## src/rtl/msdh_consts.svh

```systemverilog
// timing constants of the start-of-message handshake sequencer
`ifndef MSDH_CONSTS_SVH
`define MSDH_CONSTS_SVH

// ****************************************
// clock
// ****************************************
`define MSDH_CLK_PERIOD_NS 10
// nominal device system clock period; the delays after acknowledge are counted in these ticks
`define MSDH_SYS_PERIOD_NS 50
`define MSDH_SYS_DIV (`MSDH_SYS_PERIOD_NS / `MSDH_CLK_PERIOD_NS)

// ****************************************
// delays from command mid-parity
// ****************************************
`define MSDH_REQ_DELAY_NS 1500
`define MSDH_REQ_DELAY_MIN_NS 1250
`define MSDH_REQ_DELAY_MAX_NS 2100
`define MSDH_REQ_CYC ((`MSDH_REQ_DELAY_NS + `MSDH_CLK_PERIOD_NS - 1) / `MSDH_CLK_PERIOD_NS)
`define MSDH_ACT_DELAY_NS 1000
`define MSDH_ACT_CYC ((`MSDH_ACT_DELAY_NS + `MSDH_CLK_PERIOD_NS - 1) / `MSDH_CLK_PERIOD_NS)

// ****************************************
// handshake limits
// ****************************************
`define MSDH_GRANT_MAX_NS 4500
`define MSDH_GRANT_CYC (`MSDH_GRANT_MAX_NS / `MSDH_CLK_PERIOD_NS)
`define MSDH_ACK_MAX_NS 102
`define MSDH_ACK_MAX_CYC (`MSDH_ACK_MAX_NS / `MSDH_CLK_PERIOD_NS)

// ****************************************
// delays after acknowledge falls, in system ticks
// ****************************************
`define MSDH_SOM_TICKS 15
`define MSDH_IN_COMMAND_N_TICKS 8
`define MSDH_REL_TICKS 33
`define MSDH_SOM_CYC (`MSDH_SOM_TICKS * `MSDH_SYS_DIV)
`define MSDH_IN_COMMAND_N_CYC (`MSDH_IN_COMMAND_N_TICKS * `MSDH_SYS_DIV)
`define MSDH_REL_CYC (`MSDH_REL_TICKS * `MSDH_SYS_DIV)
`define MSDH_SOM_W_CYC `MSDH_SYS_DIV

`define MSDH_CNT_W 9

`endif

```

## src/rtl/msdh_pkg.sv

```systemverilog
// types of the start-of-message handshake sequencer
package msdh_pkg;

  typedef enum logic [2:0] {
    ST_IDLE,
    ST_WAIT_REQ,
    ST_WAIT_GRANT,
    ST_XFER,
    ST_MSG
  } msdh_state_e;

  // all pin-level strobes travel together; low-active except fail
  typedef struct packed {
    logic req_n;
    logic ack_n;
    logic som_n;
    logic active_n;
    logic in_command_n_n;
    logic fail;
  } msdh_strobes_s;

endpackage

```

## src/rtl/msdh_counter.sv

```systemverilog
// phase counter: clears on request, saturates at its top value
`timescale 1ns/1ps
module msdh_counter #(
  parameter int W = 9
) (
  input  wire logic         core_clk_i,
  input  wire logic         rst_n_i,
  input  wire logic         clear_i,
  output logic [W-1:0]      cnt_o
);

  wire logic         at_top;
  wire logic [W-1:0] cnt_next;

  assign at_top   = &cnt_o;
  assign cnt_next = clear_i ? '0 : (at_top ? cnt_o : W'(cnt_o + 1'b1));

  always_ff @(posedge core_clk_i) begin
    if (!rst_n_i) begin
      cnt_o <= '0;
    end else begin
      cnt_o <= cnt_next;
    end
  end

endmodule

```

## src/rtl/msdh_core.sv

```systemverilog
// start-of-message memory handshake sequencer of the bus monitor
`timescale 1ns/1ps
`include "msdh_consts.svh"
module msdh_core #(
  parameter int REQ_CYC   = `MSDH_REQ_CYC,
  parameter int ACT_CYC   = `MSDH_ACT_CYC,
  parameter int GRANT_CYC = `MSDH_GRANT_CYC,
  parameter int SOM_CYC   = `MSDH_SOM_CYC,
  parameter int SOM_W     = `MSDH_SOM_W_CYC,
  parameter int IN_COMMAND_N_CYC = `MSDH_IN_COMMAND_N_CYC,
  parameter int REL_CYC   = `MSDH_REL_CYC,
  parameter int CNT_W     = `MSDH_CNT_W
) (
  input  wire logic core_clk_i,
  input  wire logic rst_n_i,
  input  wire logic mid_parity_i,
  input  wire logic msg_done_i,
  input  wire logic mem_grant_n_i,
  output logic      mem_request_n_o,
  output logic      mem_acknowledge_n_o,
  output logic      msg_start_strobe_n_o,
  output logic      monitor_msg_active_n_o,
  output logic      in_command_n_o,
  output logic      handshake_fail_o
);

  // ****************************************
  // parameter checks
  // ****************************************
  // the active strobe is timed by the same counter that times the request,
  // so it must come first; every compare must fit below the saturation value
  if (!(ACT_CYC >= 1 && ACT_CYC < REQ_CYC && REQ_CYC < (1 << CNT_W) - 1 &&
        GRANT_CYC >= 1 && GRANT_CYC < (1 << CNT_W) - 1 && SOM_W >= 1 &&
        IN_COMMAND_N_CYC >= 1 && SOM_CYC + SOM_W < REL_CYC && IN_COMMAND_N_CYC < REL_CYC &&
        REL_CYC < (1 << CNT_W) - 1)) begin : g_bad_params
    $error("msdh_core: timing parameters out of range");
  end

  // ****************************************
  // state and counter
  // ****************************************
  msdh_pkg::msdh_state_e   state_reg;
  msdh_pkg::msdh_state_e   state_next;
  msdh_pkg::msdh_strobes_s out_reg;
  msdh_pkg::msdh_strobes_s out_next;
  logic [CNT_W-1:0]        cnt;
  logic                    cnt_clear;

  msdh_counter #(.W(CNT_W)) u_cnt (
    .core_clk_i (core_clk_i),
    .rst_n_i    (rst_n_i),
    .clear_i    (cnt_clear),
    .cnt_o      (cnt)
  );

  function automatic logic cnt_is(input logic [CNT_W-1:0] c, input int n);
    cnt_is = (c == CNT_W'(n - 1));
  endfunction

  // ****************************************
  // decoding
  // ****************************************
  wire logic cmd_start  = (state_reg == msdh_pkg::ST_IDLE) && mid_parity_i;
  wire logic req_due    = (state_reg == msdh_pkg::ST_WAIT_REQ) && cnt_is(cnt, REQ_CYC);
  wire logic act_due    = (state_reg == msdh_pkg::ST_WAIT_REQ) && cnt_is(cnt, ACT_CYC);
  wire logic granted    = (state_reg == msdh_pkg::ST_WAIT_GRANT) && !mem_grant_n_i;
  wire logic grant_late = (state_reg == msdh_pkg::ST_WAIT_GRANT) && mem_grant_n_i &&
                          cnt_is(cnt, GRANT_CYC);
  wire logic in_xfer    = (state_reg == msdh_pkg::ST_XFER);
  wire logic som_win    = in_xfer && (cnt >= CNT_W'(SOM_CYC - 1)) &&
                          (cnt < CNT_W'(SOM_CYC - 1 + SOM_W));
  wire logic in_command_n_due  = in_xfer && cnt_is(cnt, IN_COMMAND_N_CYC);
  wire logic rel_due    = in_xfer && cnt_is(cnt, REL_CYC);
  wire logic msg_end    = (state_reg == msdh_pkg::ST_MSG) && msg_done_i;

  assign cnt_clear = cmd_start || req_due || granted;

  // ****************************************
  // next state and strobes
  // ****************************************
  always_comb begin
    state_next     = state_reg;
    out_next       = out_reg;
    out_next.fail  = 1'b0;
    out_next.som_n = !som_win;
    case (state_reg)
      msdh_pkg::ST_IDLE: begin
        if (cmd_start) begin
          state_next = msdh_pkg::ST_WAIT_REQ;
        end
      end
      msdh_pkg::ST_WAIT_REQ: begin
        if (act_due) begin
          out_next.active_n = 1'b0;
        end
        if (req_due) begin
          out_next.req_n = 1'b0;
          state_next     = msdh_pkg::ST_WAIT_GRANT;
        end
      end
      msdh_pkg::ST_WAIT_GRANT: begin
        if (granted) begin
          // one cycle to acknowledge keeps well inside the grant-to-ack limit
          out_next.ack_n = 1'b0;
          state_next     = msdh_pkg::ST_XFER;
        end else if (grant_late) begin
          // the command is dropped: request withdrawn, monitor idles again
          out_next.req_n    = 1'b1;
          out_next.active_n = 1'b1;
          out_next.fail     = 1'b1;
          state_next        = msdh_pkg::ST_IDLE;
        end
      end
      msdh_pkg::ST_XFER: begin
        if (in_command_n_due) begin
          out_next.in_command_n_n = 1'b0;
        end
        if (rel_due) begin
          out_next.req_n = 1'b1;
          out_next.ack_n = 1'b1;
          state_next     = msdh_pkg::ST_MSG;
        end
      end
      msdh_pkg::ST_MSG: begin
        // message body and end handling live elsewhere; they report completion
        if (msg_end) begin
          out_next.active_n = 1'b1;
          out_next.in_command_n_n  = 1'b1;
          state_next        = msdh_pkg::ST_IDLE;
        end
      end
      default: begin
        state_next = msdh_pkg::ST_IDLE;
      end
    endcase
  end

  always_ff @(posedge core_clk_i) begin
    if (!rst_n_i) begin
      state_reg <= msdh_pkg::ST_IDLE;
      out_reg   <= '{req_n: 1'b1, ack_n: 1'b1, som_n: 1'b1, active_n: 1'b1, in_command_n_n: 1'b1, fail: 1'b0};
    end else begin
      state_reg <= state_next;
      out_reg   <= out_next;
    end
  end

  assign mem_request_n_o        = out_reg.req_n;
  assign mem_acknowledge_n_o    = out_reg.ack_n;
  assign msg_start_strobe_n_o   = out_reg.som_n;
  assign monitor_msg_active_n_o = out_reg.active_n;
  assign in_command_n_o         = out_reg.in_command_n_n;
  assign handshake_fail_o       = out_reg.fail;

  // ****************************************
  // assertions
  // ****************************************
  localparam int ACT_A    = ACT_CYC + 1;
  localparam int REL_HOLD = REL_CYC - 1;
endmodule

```

## config.mk

```make
export PLATFORM = sky130hd
export DESIGN_NAME = msdh_core
export DESIGN_NICKNAME = d
export VERILOG_FILES = /design/src/rtl/msdh_pkg.sv /design/src/rtl/msdh_counter.sv /design/src/rtl/msdh_core.sv
export VERILOG_INCLUDE_DIRS = /design/src /design/src/rtl
export SDC_FILE = /design/constraint.sdc
export NUM_CORES = 1
export LEC_CHECK = 0
export BUFFER_PORTS_ARGS = -buffer_cell sky130_fd_sc_hd__clkbuf_2
export CORE_MARGIN = 5
export CORE_UTILIZATION = 25
export CTS_BUF_LIST = sky130_fd_sc_hd__clkbuf_4 sky130_fd_sc_hd__clkbuf_8
export DETAILED_ROUTE_END_ITERATION = 8
export SYNTH_ARGS = -nofsm -noshare
export SYNTH_HDL_FRONTEND = slang
export SYNTH_SLANG_ARGS = --single-unit
```

## constraint.sdc

```tcl
create_clock -name core_clk_i -period 5.38 [get_ports core_clk_i]
set_clock_uncertainty 0.2 [all_clocks]
set_input_delay 1.614 -clock core_clk_i [delete_from_list [all_inputs] [get_ports core_clk_i]]
set_output_delay 1.614 -clock core_clk_i [all_outputs]
set_load 0.01 [all_outputs]
```

# Word-level counts from Yosys, hierarchy flattened
# Index checks and enable logic that the tools add are counted.
# totals
regBits	18
latchBits	0
mem_bits_rw	0
mem_bits_ro	0
output_inout_bits	6
wordCells	80
memories	0
# classes
add_sub_neg	1
mul	0
n_div	0
order_cmp	2
eq_ne	19
shift	0
muxes	20
bitwise	2
reduce_logical	28
# op_table
operator	count
equality test 9 x 8 -> 1 bit (second input constant)	2
two-way mux 3 bit	6
case mux 3 bit (5 select lines)	1
AND reduction 5 bit	3
!= test 2 bit (second input constant)	7
logical AND 1 bit	11
adder 9 x 1 -> 9 bit (second input constant)	1
equality test 9 x 6 -> 1 bit (second input constant)	1
equality test 9 x 7 -> 1 bit (second input constant)	1
equality test 9 bit (second input constant)	1
>= comparator 9 x 7 -> 1 bit (second input constant)	1
less-than comparator 9 x 7 -> 1 bit (second input constant)	1
AND reduction 9 bit	1
two-way mux 1 bit	7
equality test 3 x 2 -> 1 bit (second input constant)	2
case mux 1 bit (3 select lines)	2
AND reduction 3 bit	2
nonzero test 3 bit	2
two-way mux 2 bit	2
!= test 2 x 1 -> 1 bit (second input constant)	2
case mux 1 bit (2 select lines)	2
nonzero test 2 bit	2
equality test 3 x 1 -> 1 bit (second input constant)	1
equality test 3 bit (second input constant)	1
other kinds (7)	10

# Longest topological paths before layout
# logic_depth
word_depth	6
mapped_depth	9
mapped_depth_nobuf	8

# Modules after synthesis
# A second synthesis with hierarchy kept.
# unflattened
cells_unflattened	130
hier_area_um2	1113.6
# by_module_without_submodules
module	instances	cells_each	area_per_inst_um2
msdh_core	1	86	693.2
msdh_counter	1	44	420.4

# Worst setup path after synthesis
# No wires, ideal clock.
# synth_timing
path_kind	input-to-reg
start	in mid_parity_i
end	reg u_cnt.cnt_o[0]
setup_time_ps	65
arrival_time_ps	2199
required_ps	5115
setup_slack_ps	2916
path_stages	4
n_path_buf	0
path_cell_list	nor2b_1 > o21ai_1 > o311ai_4 > nor2_1
# synth_via
elab_chain_len	4
# synth_rtl
element	line	source
start: declaration	msdh_core.sv:16	input wire logic mid_parity_i,
logical AND 1 bit	msdh_core.sv:63	wire logic cmd_start = (state_reg == msdh_pkg::ST_IDLE) && mid_parity_i;
logical OR 1 bit (2 in a row)	msdh_core.sv:76	assign cnt_clear = cmd_start || req_due || granted;
OR reduction 2 bit (no source line)	--	
end signal: assignment	msdh_counter.sv:22	cnt_o <= cnt_next;
end: declaration	msdh_counter.sv:9	output logic [W-1:0] cnt_o
# Every way passes these cells.
# A chain may end at the register's enable or synchronous reset.

# Worst setup path in the final report
# layout_timing
start	reg out_reg, in the netlist monitor_msg_active_n_o
end	out monitor_msg_active_n_o
# layout_rtl
element	line	source
start: declaration	msdh_core.sv:44	msdh_pkg::msdh_strobes_s out_reg;
start signal: assignment	msdh_core.sv:141	out_reg <= '{req_n: 1'b1, ack_n: 1'b1, som_n: 1'b1, active_n: 1'b1, in_command_n_n: 1'b1, fail: 1'b0};
start signal: assignment	msdh_core.sv:144	out_reg <= out_next;
end: declaration	msdh_core.sv:22	output logic monitor_msg_active_n_o,
# No word-level cell between the ends.

==> run summary <==
status -> completed
syn nets -> 128
WL final -> 2.18 mm
PwrDens -> 239 nW/µm²
CTS root buffer -> clkbuf_8
CTS Sinks -> 18
num ports -> 11
Core Region -> 4000 µm²
syn_area_per_cell -> 8.77 µm²
Num CTS Buffers -> 3
area occupied by multi-input gates -> 618 µm²
Rows -> 23
Filler cells -> 419
H-Tree Depth -> 1
Max-cap violations -> 0
# port buffers -> 10
Post-CTS Resized -> 0
ys async rst share -> 0%
die area -> 5530 µm²
Iteration-0 DRC Markers -> 33
first-pass GRT wire length -> 3.69 mm
EDFF count, synth -> 0
ant diodes -> 0
vias in the first global route -> 811
share of layout cells above drive strength 1 -> 13.7%
crit-path max cell delay -> 350 ps
Commonest cells post-synth -> dfxtp_1 (18), nor2_1 (18), nand2_1 (7), nor2b_1 (7), nand3_1 (6)
Via density -> 4.84
DR pass1 iterations -> 4
Syn Std Cell Area -> 1030 µm²
Tot GR Track Use -> 8.64%
hpwl dp -> 1.66 mm
area share of the largest cell type after synthesis -> 34.8%
clock-pin slew on the worst setup and hold paths -> 70 ps
Post-CTS Setup Inserts -> 0
crit-path cells -> clkbuf_2
CP startpoint kind -> flip-flop
area occupied by registers -> 360 µm²
Top FF cell, synth -> dfxtp_1
nets@finish -> 136
Critical Path AT -> 750 ps
Hold Vio Cnt, Final -> 0
Total Power -> 274 µW
largest net degree at the start of global routing -> 17
Crit path buffers/inverters -> 1
later-pin clock latency in the skew report -> 250 ps
gpl congestion -> 0.799
Worst Path Required -> 3570 ps
area leader, netlist -> dfxtp_1
Initial Util -> 25.9%
CP top delay family -> flip-flops
Overflow after GRT -> 0
initial antenna violation count -> 0
DP Area -> 1110 µm²
CP max-delay cell -> dfxtp_1
Setup crit end kind -> primary output
Netlist cell types -> 40
Max-slew headroom -> 61.9%
clk buf depth -> 2
top cells by area, synth -> dfxtp_1 (35%), nor2_1 (6.5%), ha_1 (6.0%)
Synth Warn # -> 0
post-synthesis cell count -> 118
Layout area overhead -> 10.9%
Tightest Pin Transition -> 571 ps
post-route setup TNS -> 0 ps
fin area -> 1150 µm²
Tmin final -> 2570 ps
max frequency -> 390 MHz
Max IR drop VDD -> 72.5 µV
final setup vio count -> 0
Hold Path Class -> reg2reg
die width -> 74.3 µm
Max Slew Vio Count -> 0
Vias -> 843
CP Max Fanout -> 2
die height -> 74.3 µm
sequential share of the synthesized area -> 34.8%
cts hold-fix bufs -> 0
max reg flops -> 9
Setup Crit Path Kind -> reg2out
Tcrit/Tclk final -> 47.7%
Post-DRT Antenna Nets -> 0
CTS tree -> done
worst reg-to-reg setup slack -> 3100 ps
unrepaired setup endpoints after global routing -> false
Remaining DRCs -> 0
Leak -> 0.393 nW
Routed WL per cell -> 12.5 µm
final hold slack -> 284 ps
Seq cells post-synth -> 18
==> power by group <==
group / total, mW / switching (mW) / internal, mW
logic: 0.0317 / 0.0182 / 0.0135
registers: 0.148 / 0.0106 / 0.138
clock network: 0.0939 / 0.0441 / 0.0498
total: 0.274 / 0.0729 / 0.201
==> metal layers <==
| metal | wire (µm) | vias to the layer above | track usage [%] |
|---|---|---|---|
| met5 | 0 | - | 0 |
| met4 | 21 | 0 | 4.35 |
| met3 | 144 | 2 | 2.30 |
| met2 | 998 | 25 | 14.0 |
| met1 | 1020 | 384 | 10.6 |
| li1 | - | 432 | - |
==> cells by family (layout without fill, tap and decap cells) <==
logic type	Yosys count	after routing	share of synthesized area, %
compound gates	16	16	12.7
simple gates	58	58	32.2
mux	3	3	2.90
buf+inv	11	17	5.44
fa+ha+maj	5	5	6.05
xor+xnor	7	7	5.93
flops	18	18	34.8
==> layout by cell type (no fill, tap or decap), drive strengths merged <==
cell type  Yosys  layout
a22oi          1       1
nor3b          1       1
dfxtp         18      18
inv            4       4
o311ai         3       3
xnor2          4       4
ha             5       5
nor4           2       2
o211ai         2       2
mux2i          3       3
nor4bb         1       1
o21ai          4       4
nor3           3       3
o21a           1       1
nand2          7       7
nand4b         1       1
nand4          3       3
or4            1       1
and4b          2       2
nand2b         2       2
a2111oi        1       1
nand3          6       6
o31ai          1       1
nand3b         1       1
a31oi          1       1
xor2           3       3
nor4b          1       1
nor2b          7       7
nor2          18      18
a21oi          2       2
and2           1       1
clkbuf         1      13
or4b           1       1
==> path summary, 6_finish.rpt <==
kind                     startpoint                     end  cells past startpoint
max          monitor_msg_active_n_o  monitor_msg_active_n_o                      1
min                  in_command_n_o          in_command_n_o                      2
max reg2reg          u_cnt.cnt_o[0]          u_cnt.cnt_o[6]                      8
min reg2reg          in_command_n_o          in_command_n_o                      2
==> area by class of cell <==
cell class              count  share of cell area (%)
multi-input cells          89                    53.9
flip-flops and latches     18                    31.4
well taps                  50                    5.45
repair buffers             10                    4.36
clock buffers               3                    3.60
inverters                   4                    1.31
==> metrics by stage <==
| stage | setup WS, ps | util, % | instances |
|---|---|---|---|
| finish | 2810 | 28.7 | 174 |
| global route | 2780 | 28.7 | 174 |
| CTS | 2790 | 28.7 | 174 |
| detailed placement | 2680 | 27.7 | 171 |
| global placement | 2670 | 27.7 | 171 |
| floorplan | 2920 | - | 118 |
Power figures use the tool's default switching activity.
